**src/tsmc_regs.vh**
```
// Notes on behaviour
// RULE1: answer bus address 100 plus 1110
// RULE2: halt bit 6 low: convert continuously
// RULE3: halt bit high: abort conversion, standby
// RULE4: standby: one conversion per one-shot command
// RULE5: host avoids one-shot during auto conversion
// RULE6: host writes spare bits 5:0 as zero
// RULE7: bit 7 masks alert; config resets zero
// RULE8: alert when reading leaves threshold window
`ifndef TSMC_REGS_VH
`define TSMC_REGS_VH

// bus address, fixed upper and selectable lower part
`define TSMC_ADDR_FIXED    3'h4
`define TSMC_ADDR_SELECT   4'hE

// command codes
`define TSMC_CMD_RD_LOCAL  8'h00
`define TSMC_CMD_RD_REMOTE 8'h01
`define TSMC_CMD_RD_CFG    8'h03
`define TSMC_CMD_RD_HIGH   8'h05
`define TSMC_CMD_RD_LOW    8'h06
`define TSMC_CMD_WR_CFG    8'h09
`define TSMC_CMD_WR_HIGH   8'h0B
`define TSMC_CMD_WR_LOW    8'h0C
`define TSMC_CMD_ONE_SHOT  8'h0F

// sensor_mode_config layout
`define TSMC_CFG_MASK_BIT  7
`define TSMC_CFG_HALT_BIT  6
`define TSMC_CFG_KEEP      8'hC0
`define TSMC_CFG_RESET     8'h00

// threshold reset values
`define TSMC_HIGH_RESET    8'h7F
`define TSMC_LOW_RESET     8'h00

// conversion timing
`define TSMC_CLK_MHZ       10
`define TSMC_CONV_TIME_US  1000
`define TSMC_CONV_CYCLES   (`TSMC_CONV_TIME_US * `TSMC_CLK_MHZ)

`endif

```
**src/tsmc_sensor.v**
```verilog
`timescale 1ns/100ps
`default_nettype none
`include "tsmc_regs.vh"

module tsmc_sensor #(
	parameter CONV_CYCLES = `TSMC_CONV_CYCLES
) (
	// clock and reset
	input  wire       core_clk,
	input  wire       srst,
	// bus pins
	input  wire       smb_clk,
	input  wire       smb_dat_in,
	output reg        smb_dat_out,
	output reg        smb_dat_oe,
	// alert pin, open drain
	output reg        alert_n_out,
	output reg        alert_n_oe,
	// converter front end
	input  wire [7:0] local_temp_in,
	input  wire [7:0] remote_temp_in,
	output reg        conv_active
);

	localparam [2:0] S_IDLE = 3'h0;
	localparam [2:0] S_RX   = 3'h1;
	localparam [2:0] S_ACK  = 3'h2;
	localparam [2:0] S_TX   = 3'h3;
	localparam [2:0] S_MACK = 3'h4;

	localparam [1:0] PH_ADDR = 2'h0;
	localparam [1:0] PH_CMD  = 2'h1;
	localparam [1:0] PH_DATA = 2'h2;

	reg  [1:0]  scl_sync;
	reg  [1:0]  sda_sync;
	reg         scl_q;
	reg         sda_q;
	reg  [2:0]  st;
	reg  [1:0]  ph;
	reg  [3:0]  bitcnt;
	reg  [7:0]  shreg;
	reg         rw;
	reg  [7:0]  ptr;
	reg  [7:0]  sensor_mode_config;
	reg  [7:0]  thr_high;
	reg  [7:0]  thr_low;
	reg  [7:0]  local_temp;
	reg  [7:0]  remote_temp;
	reg         oneshot_req;
	reg  [31:0] conv_cnt;
	reg         halt_q;

	wire scl_s    = scl_sync[1];
	wire sda_s    = sda_sync[1];
	wire start    = scl_s & scl_q & sda_q & ~sda_s;
	wire stop     = scl_s & scl_q & ~sda_q & sda_s;
	wire scl_rise = scl_s & ~scl_q;
	wire scl_fall = ~scl_s & scl_q;
	wire halt     = sensor_mode_config[`TSMC_CFG_HALT_BIT];
	wire mask     = sensor_mode_config[`TSMC_CFG_MASK_BIT];
	wire conv_done = conv_active & (conv_cnt == CONV_CYCLES - 1);

	// read data for a command code
	function [7:0] read_mux;
		input [7:0] cmd;
		begin
			case (cmd)
				`TSMC_CMD_RD_LOCAL:  read_mux = local_temp;
				`TSMC_CMD_RD_REMOTE: read_mux = remote_temp;
				`TSMC_CMD_RD_CFG:    read_mux = sensor_mode_config;
				`TSMC_CMD_RD_HIGH:   read_mux = thr_high;
				`TSMC_CMD_RD_LOW:    read_mux = thr_low;
				default:             read_mux = 8'h00;
			endcase
		end
	endfunction

	wire [7:0] rd_byte = read_mux(ptr);

	// reading outside the threshold window
	function beyond;
		input [7:0] t;
		begin
			beyond = (t > thr_high) | (t < thr_low);
		end
	endfunction

	// pin synchronisers
	always @(posedge core_clk) begin
		if (srst) begin
			scl_sync <= 2'h3;
			sda_sync <= 2'h3;
			scl_q    <= 1'b1;
			sda_q    <= 1'b1;
		end else begin
			scl_sync <= {scl_sync[0], smb_clk};
			sda_sync <= {sda_sync[0], smb_dat_in};
			scl_q    <= scl_s;
			sda_q    <= sda_s;
		end
	end

	// bus target
	always @(posedge core_clk) begin
		if (srst) begin
			st                 <= S_IDLE;
			ph                 <= PH_ADDR;
			bitcnt             <= 4'h0;
			shreg              <= 8'h00;
			rw                 <= 1'b0;
			ptr                <= 8'h00;
			sensor_mode_config <= `TSMC_CFG_RESET; // RULE7
			thr_high           <= `TSMC_HIGH_RESET;
			thr_low            <= `TSMC_LOW_RESET;
			oneshot_req        <= 1'b0;
			smb_dat_out        <= 1'b0;
			smb_dat_oe         <= 1'b0;
		end else begin
			oneshot_req <= 1'b0;
			if (stop) begin
				st         <= S_IDLE;
				smb_dat_oe <= 1'b0;
			end else if (start) begin
				st         <= S_RX;
				ph         <= PH_ADDR;
				bitcnt     <= 4'h0;
				smb_dat_oe <= 1'b0;
			end else begin
				case (st)
					S_RX: begin
						if (scl_rise) begin
							shreg  <= {shreg[6:0], sda_s};
							bitcnt <= bitcnt + 4'h1;
						end else if (scl_fall && bitcnt == 4'h8) begin
							bitcnt <= 4'h0;
							case (ph)
								PH_ADDR: begin
									if (shreg[7:1] == {`TSMC_ADDR_FIXED,
										`TSMC_ADDR_SELECT}) begin // RULE1
										rw         <= shreg[0];
										smb_dat_oe <= 1'b1;
										st         <= S_ACK;
									end else begin
										st <= S_IDLE;
									end
								end
								PH_CMD: begin
									ptr         <= shreg;
									oneshot_req <= (shreg == `TSMC_CMD_ONE_SHOT);
									smb_dat_oe  <= 1'b1;
									st          <= S_ACK;
								end
								default: begin
									case (ptr)
										`TSMC_CMD_WR_CFG:
											sensor_mode_config <=
												shreg & `TSMC_CFG_KEEP;
										`TSMC_CMD_WR_HIGH: thr_high <= shreg;
										`TSMC_CMD_WR_LOW:  thr_low  <= shreg;
										default: ;
									endcase
									smb_dat_oe <= 1'b1;
									st         <= S_ACK;
								end
							endcase
						end
					end
					S_ACK: begin
						if (scl_fall) begin
							if (rw) begin
								shreg      <= rd_byte;
								smb_dat_oe <= ~rd_byte[7];
								bitcnt     <= 4'h1;
								st         <= S_TX;
							end else begin
								smb_dat_oe <= 1'b0;
								ph         <= (ph == PH_ADDR) ? PH_CMD : PH_DATA;
								st         <= S_RX;
							end
						end
					end
					S_TX: begin
						if (scl_fall) begin
							if (bitcnt == 4'h8) begin
								smb_dat_oe <= 1'b0;
								st         <= S_MACK;
							end else begin
								shreg      <= {shreg[6:0], 1'b0};
								smb_dat_oe <= ~shreg[6];
								bitcnt     <= bitcnt + 4'h1;
							end
						end
					end
					S_MACK: begin
						if (scl_rise)
							st <= sda_s ? S_IDLE : S_ACK;
					end
					default: begin
						smb_dat_oe <= 1'b0;
					end
				endcase
			end
		end
	end

	// conversion engine
	always @(posedge core_clk) begin
		if (srst) begin
			conv_active <= 1'b0;
			conv_cnt    <= 32'h0000_0000;
			halt_q      <= 1'b0;
			local_temp  <= 8'h00;
			remote_temp <= 8'h00;
		end else begin
			halt_q <= halt;
			// completion wins over a same-edge abort
			if (conv_done) begin
				conv_active <= 1'b0;
				local_temp  <= local_temp_in;
				remote_temp <= remote_temp_in;
			end else if (conv_active) begin
				// abort only on the halt write, not on a one-shot run
				if (halt && !halt_q) begin
					conv_active <= 1'b0; // RULE3
					conv_cnt    <= 32'h0000_0000;
				end else begin
					conv_cnt <= conv_cnt + 32'h0000_0001;
				end
			end else if (!halt) begin
				conv_active <= 1'b1; // RULE2
				conv_cnt    <= 32'h0000_0000;
			end else if (oneshot_req) begin
				conv_active <= 1'b1; // RULE4
				conv_cnt    <= 32'h0000_0000;
			end
		end
	end

	// alert pin drive
	always @(posedge core_clk) begin
		if (srst) begin
			alert_n_out <= 1'b0;
			alert_n_oe  <= 1'b0;
		end else begin
			alert_n_out <= 1'b0;
			alert_n_oe  <= ~mask & // RULE7
				(beyond(local_temp) | beyond(remote_temp)); // RULE8
		end
	end

endmodule // tsmc_sensor
`default_nettype wire

```
**config.mk**
```make
export PLATFORM = sky130hd
export DESIGN_NAME = tsmc_sensor
export DESIGN_NICKNAME = d
export VERILOG_FILES = /design/src/tsmc_sensor.v
export VERILOG_INCLUDE_DIRS = /design/src /design/src/src
export SDC_FILE = /design/constraint.sdc
export NUM_CORES = 1
export LEC_CHECK = 0
export BUFFER_PORTS_ARGS = -buffer_cell sky130_fd_sc_hd__buf_4
export CORE_MARGIN = 2
export CORE_UTILIZATION = 45
export CTS_CLUSTER_DIAMETER = 30
export DETAILED_ROUTE_END_ITERATION = 6
export PLACE_DENSITY_LB_ADDON = 0.2
export REMOVE_ABC_BUFFERS = 1
export SLEW_MARGIN = 10
export SYNTH_ARGS = -nofsm -noshare
export SYNTH_HDL_FRONTEND = slang
export SYNTH_SLANG_ARGS = --single-unit
```
**constraint.sdc**
```tcl
create_clock -name core_clk -period 3.9 [get_ports core_clk]
set_input_delay 0.585 -clock core_clk [delete_from_list [all_inputs] [get_ports core_clk]]
set_output_delay 0.585 -clock core_clk [all_outputs]
set_load 0.02 [all_outputs]
```
### Word level (Yosys, flattened, before mapping)

Index checks and enable logic that the tools add are counted.

* $add $sub $neg: 2
* $lt $le $gt $ge: 4
* equality and inequality tests: 37
* multiplexer cells: 49
* bitwise gates (word level): 28
* reduce and logical (&&, ||, !) cells: 28

Operators with widths (count)
* 32-bit two-way mux: 4
* 7-bit AND reduction: 7
* 8-bit two-way mux: 5
* 8-bit one-hot mux with 5 select lines: 1
* 32-bit by 1-bit adder with 32-bit output, second input constant: 1
* 32-bit by 14-bit equality test with 1-bit output, second input constant: 1
* 8-bit by 4-bit equality test with 1-bit output, second input constant: 4
* 4-bit two-way mux: 7
* 3-bit inequality test, second input constant: 9
* 8-bit one-hot mux with 3 select lines: 1
* 3-bit two-way mux: 7
* 2-bit inequality test, second input constant: 9
* 8-bit by 3-bit equality test with 1-bit output, second input constant: 2
* 8-bit greater-than comparator: 2
* 8-bit less-than comparator: 2
* 2-bit two-way mux: 8
* 1-bit inverter: 16
* 1-bit two-way mux: 13
* 3-bit one-hot mux with 4 select lines: 1
* 4-bit one-hot mux with 3 select lines: 1
* 6-bit AND reduction: 2
* 1-bit AND: 9
* 8-bit by 1-bit equality test with 1-bit output, second input constant: 1
* 8-bit by 2-bit equality test with 1-bit output, second input constant: 1
* other kinds (26): 34

* register bits: 103
* input port bits: 20
* word-level logic and storage cells: 170

### Longest topological paths before layout

* depth after elaboration: 7
* mapped depth: 10
* depth with buffers taken out: 7

### Least setup slack after synthesis

OpenSTA, ideal clock, no wires.

* kind: reg2reg
* start point: register bitcnt[0]
* end point: register bitcnt[0]
* arrival: 1.978 ns
* data required time: 3.830 ns
* slack: 1.853 ns
* cell stages (with the launch flop): 9
* buffers on the path: 1
* period minus slack after synthesis: 2.047 ns
* path through: dfxtp_1 inv_1 ha_1 and3b_1 buf_2 a311o_1 a31o_1 or3_1 a21oi_1

* cells in the longest elaborated chain, start to end: 5
* elaborated cells on any way between the ends: 11
* those cells by class: add/sub: 1; eq/ne: 3; mux: 5; reduce/logical: 2

RTL lines
* start: declaration: line tsmc_sensor.v:41 `reg [3:0] bitcnt;`
* start signal: assignment: line tsmc_sensor.v:134 `bitcnt <= bitcnt + 4'h1;`
* start signal: assignment: line tsmc_sensor.v:191 `bitcnt <= bitcnt + 4'h1;`
* 4-bit by 1-bit adder with 4-bit output: line tsmc_sensor.v:134, tsmc_sensor.v:191
* 4-bit two-way mux: line tsmc_sensor.v:185 `if (bitcnt == 4'h8) begin`
* 4-bit two-way mux: line tsmc_sensor.v:184 `if (scl_fall) begin`
* 4-bit one-hot mux with 3 select lines: line tsmc_sensor.v:130 `case (st)`
* 4-bit two-way mux: line tsmc_sensor.v:124 `end else if (start) begin`

Several ways; a longest one is shown, not always the timed one. The select of a mux whose other input is x is not followed.
A chain may end at the register's enable or synchronous reset.

### Worst setup path in the final report

* start point: register st[0]
* end point: register thr_high[4]

* cells in the longest elaborated chain, start to end: 2

RTL lines
* start: declaration: line tsmc_sensor.v:39 `reg [2:0] st;`
* start signal: assignment: line tsmc_sensor.v:197 `st <= sda_s ? S_IDLE : S_ACK;`
* 3-bit by 1-bit equality test with 1-bit output: line tsmc_sensor.v:130
* 7-bit AND reduction (no line)
* end signal: assignment: line tsmc_sensor.v:114 `` thr_high <= `TSMC_HIGH_RESET; ``
* end signal: assignment: line tsmc_sensor.v:159 `` `TSMC_CMD_WR_HIGH: thr_high <= shreg; ``
* end: declaration: line tsmc_sensor.v:46 `reg [7:0] thr_high;`

No other way between the ends.

==> run metrics <==
result of the run completed; unrepaired setup endpoints after global routing false; worst relative slew slack a little under a third; share of the yosys chip area belonging to registers 34.6%; Worst EP required 4.14 ns; stage delay of the slowest cell on the critical path 0.80 ns; area delta synth->final 7.91%; number of synthesized flops with an enable pin 0; wire length of the first global-routing pass 23900 um; number of global-route vias before repair 4921; Data arrival, critical path between 2 and 3 ns; antenna violations before repair 0; CTS Buf Count 9; final weighted congestion in routability-driven placement 0.873; final-report setup violation count 0; share of flip-flops with an asynchronous set or reset 0%; transition time of the tightest slew-check pin between 1 and 1.5 ns; gate count of the mapped netlist between 600 and 700; total global routing overflow 0; Placeable Area roughly 13000 um^2; Worst Setup EP thr_high[4]; Detailed Routing Iterations Pass 1 5; clock-pin slew reported for the worst setup and hold paths after clock tree synthesis 0.07 ns; CTS sink cnt between 100 and 150; post-synth top area share 34.6%; final hold vios 0; post-synthesis mux area share a little over 8%; CTS H-tree lvls 3; r2r setup slk 1.42 ns; master cell of the clock root buffer sky130_fd_sc_hd__clkbuf_16; pin count of the biggest net entering global routing 70; drt first-iter violations 278; combinational family with the most area after synthesis simple AND/OR/NAND/NOR gates; maxcap violations 0; number of antenna-violating nets in the routed design 0; area of the mapped netlist around 6000 um^2; leading cell types by total area after synthesis sky130_fd_sc_hd__dfxtp_1 (35%), sky130_fd_sc_hd__mux2i_1 (7.4%), sky130_fd_sc_hd__ha_1 (6.9%); slowest cell on the critical path sky130_fd_sc_hd__or4_1; count of placed standard cells in the final layout, fillers left out about 870; Vias per Instance 5.84; clock period minus worst slack 2.48 ns; CP Launch Point st[0]; die area around 14000 um^2; commonest cells in the netlist sky130_fd_sc_hd__dfxtp_1 (103), sky130_fd_sc_hd__nor2_1 (83), sky130_fd_sc_hd__mux2i_1 (44); Comb pwr share 4.5%; final routed wire length divided by cell count 16.3 um; final net count 738; number of inserted diodes 0; all-layer global routing usage 20.7%; ordered cell list for the critical path nor3b_4, nand3_2, or4_1, a211o_1; Clock Skews 0.00711 ns; horizontal extent of the die 119 um; endpoint of the lowest-slack register-to-register path thr_high[4]; sequential group share of total power between 50 and 60%; number of pins exceeding their max-slew limit in the final report 0; reg-to-reg startpoint st[0]; share of cells above drive strength 1 under 10%; fillcell total 1266; WS Path Type flop to flop; starting utilization of the core area between 40% and 50%; wire length after detailed routing 14100 um; Placed Cells 850; number of synthesized register bits roughly 100; Clock Latency Late Sink 0.35 ns; Clk pwr share 42.3%; synthesized area divided by synthesized cell count 8.62 um^2; total power per unit cell area 315 nW/um^2; portion of the clock cycle consumed by the worst path in the final layout 63.5%; final total negative setup slack 0 ns; clock tree from TritonCTS done; maximum clock frequency 0.404 GHz; number of warnings reported in the yosys synthesis log 0; cell taking the most area after synthesis sky130_fd_sc_hd__dfxtp_1; share of the synthesized netlist area taken by xor and xnor gates 1.61%; hold crit path type flop to flop; switch share 22.9%; total power after layout 2.03 mW; total DRC errors in the routed layout 0; internal power 1.57 mW; # IOs 25; Most used DFF post-synth sky130_fd_sc_hd__dfxtp_1; most common cell in the netlist sky130_fd_sc_hd__dfxtp_1; maximum clock insertion buffer count 2; Post-CTS Setup Bufs 0; number of port buffers 22; share of synthesized cell area in full adder, half adder and majority cells under 10%; Peak supply drop 0.185 mV; Final Util between 40% and 50%; total half-perimeter wirelength after legalization and detailed placement 10000 um; P_leak 2.32 nW; count of distinct cell types in the synthesized netlist 79; # hold bufs at CTS 0; highest net fanout along the worst path 17; y dimension of the die 119 um; Worst setup SP type flop; Switch Pwr about 0.46 mW; area share of and/or/nand/nor cells after synthesis approximately 25%; quantity of gates resized following cts 0; logic depth of the worst register-to-register path 4; CP endpoint kind flop; complex-gate fraction of the synthesized area between 15 and 20%; number of vias after detailed routing 5052; Row Count 42
==> sequential cells by signal (all words and copies together) (netlist names), 2 cells and up <==
register and count:
sensor_mode_config 2, ptr 8, thr_low 8, conv_cnt 32, local_temp 8, thr_high 8
remote_temp 8, ph 2, scl_sync 2, shreg 8, sda_sync 2, st 3
bitcnt 4
==> worst max-delay path: cells and delay by family (launching register included) <==
kind,cells,cell delay (ns)
AO/OA/AOI/OAI,1,0.38
flip-flops,1,0.65
AND/OR/NAND/NOR,3,1.33
==> how the worst min path moves through the flow <==
stage / slack, ns / cells past startpoint / end / start
3_5_place_dp: 0.40 / 1 / scl_sync[1] / scl_sync[0]
5_1_grt: 0.41 / 2 / scl_sync[0] / smb_clk
3_3_place_gp: 0.39 / 1 / scl_sync[1] / scl_sync[0]
4_1_cts: 0.41 / 2 / scl_sync[0] / smb_clk
6_report: 0.41 / 1 / scl_sync[1] / scl_sync[0]
2_1_floorplan: 0.39 / 1 / scl_sync[1] / scl_sync[0]
==> cell families after synthesis <==
kind of cell / after synthesis
adders and majority gates: 33
AOI/OAI and AO/OA: 160
DFF: 103
buffers and inverters: 76
and+or+nand+nor: 260
other: 1
xor gates and xnor gates: 11
muxes: 48
==> layer usage <==
layer,part of all wire (%),track usage (%),wire length [um],vias up
li1,-,-,-,2534
met1,45,25.1,6310,2415
met2,51,36.4,7120,89
met3,3.3,5.03,468,14
met4,1.2,5.95,167,0
met5,0,0,0,-
==> cell usage in the layout, fill, tap and decap left out, types with 3 or more instances in the layout <==
cell | synthesis | final
sky130_fd_sc_hd__a21oi_1 | 40 | 40
sky130_fd_sc_hd__clkbuf_16 | 0 | 9
sky130_fd_sc_hd__nand3b_1 | 8 | 8
sky130_fd_sc_hd__a211oi_1 | 13 | 13
sky130_fd_sc_hd__nor2b_1 | 10 | 10
sky130_fd_sc_hd__or2_2 | 7 | 7
sky130_fd_sc_hd__o22ai_1 | 5 | 5
sky130_fd_sc_hd__a22oi_1 | 12 | 12
sky130_fd_sc_hd__o31ai_1 | 5 | 5
sky130_fd_sc_hd__and2_1 | 4 | 4
sky130_fd_sc_hd__mux2i_1 | 44 | 44
sky130_fd_sc_hd__nand4_1 | 17 | 17
sky130_fd_sc_hd__buf_4 | 4 | 24
sky130_fd_sc_hd__o21ai_0 | 32 | 32
sky130_fd_sc_hd__nor3_1 | 9 | 9
sky130_fd_sc_hd__or3_1 | 4 | 4
sky130_fd_sc_hd__nand3_1 | 20 | 20
sky130_fd_sc_hd__xor2_1 | 7 | 7
sky130_fd_sc_hd__or3b_2 | 4 | 4
sky130_fd_sc_hd__a311oi_1 | 3 | 3
sky130_fd_sc_hd__inv_1 | 33 | 33
sky130_fd_sc_hd__mux2_2 | 4 | 4
sky130_fd_sc_hd__a211o_1 | 8 | 8
sky130_fd_sc_hd__or4_1 | 16 | 16
sky130_fd_sc_hd__and3_1 | 7 | 7
sky130_fd_sc_hd__a31oi_1 | 10 | 10
sky130_fd_sc_hd__dfxtp_1 | 103 | 103
sky130_fd_sc_hd__nor4_1 | 13 | 13
sky130_fd_sc_hd__xnor2_1 | 4 | 4
sky130_fd_sc_hd__nor2_1 | 83 | 83
sky130_fd_sc_hd__nand2_1 | 22 | 22
sky130_fd_sc_hd__o211ai_1 | 6 | 6
sky130_fd_sc_hd__ha_1 | 33 | 33
sky130_fd_sc_hd__nand2b_1 | 11 | 11
==> power by group through the flow <==
stage / Combinational (mW) / Clock [mW] / Sequential [mW]
finish: 0.0919 / 0.859 / 1.08
global route: 0.103 / 0.931 / 1.08
CTS: 0.0929 / 0.888 / 1.08
detailed placement: 0.0928 / 0 / 1.10
global placement: 0.0900 / 0 / 1.10
floorplan: 0.0483 / 0 / 1.10
==> per-stage QoR <==
| step | hold WS [ns] | setup slack (ns) | area (um^2) |
|---|---|---|---|
| after floorplan | 0.389 | 1.09 | 5750 |
| after global routing | 0.411 | 1.20 | 6440 |
| after global placement | 0.391 | 1.50 | 6160 |
| final | 0.411 | 1.42 | 6440 |
| after detailed placement | 0.400 | 1.40 | 6160 |
| after CTS | 0.407 | 1.42 | 6440 |
==> final cells by class <==
| cell class | count | area, um^2 | share of cell area (%) |
|---|---|---|---|
| multi-input cells | 514 | 3580 | 55.5 |
| clock inverters | 2 | 16.3 | 0.253 |
| well taps | 176 | 220 | 3.42 |
| clock buffers | 13 | 260 | 4.04 |
| flip-flops and latches | 103 | 2060 | 32.0 |
| inverters | 33 | 124 | 1.92 |
| repair buffers | 24 | 180 | 2.80 |
Power figures use the tool's default switching activity.
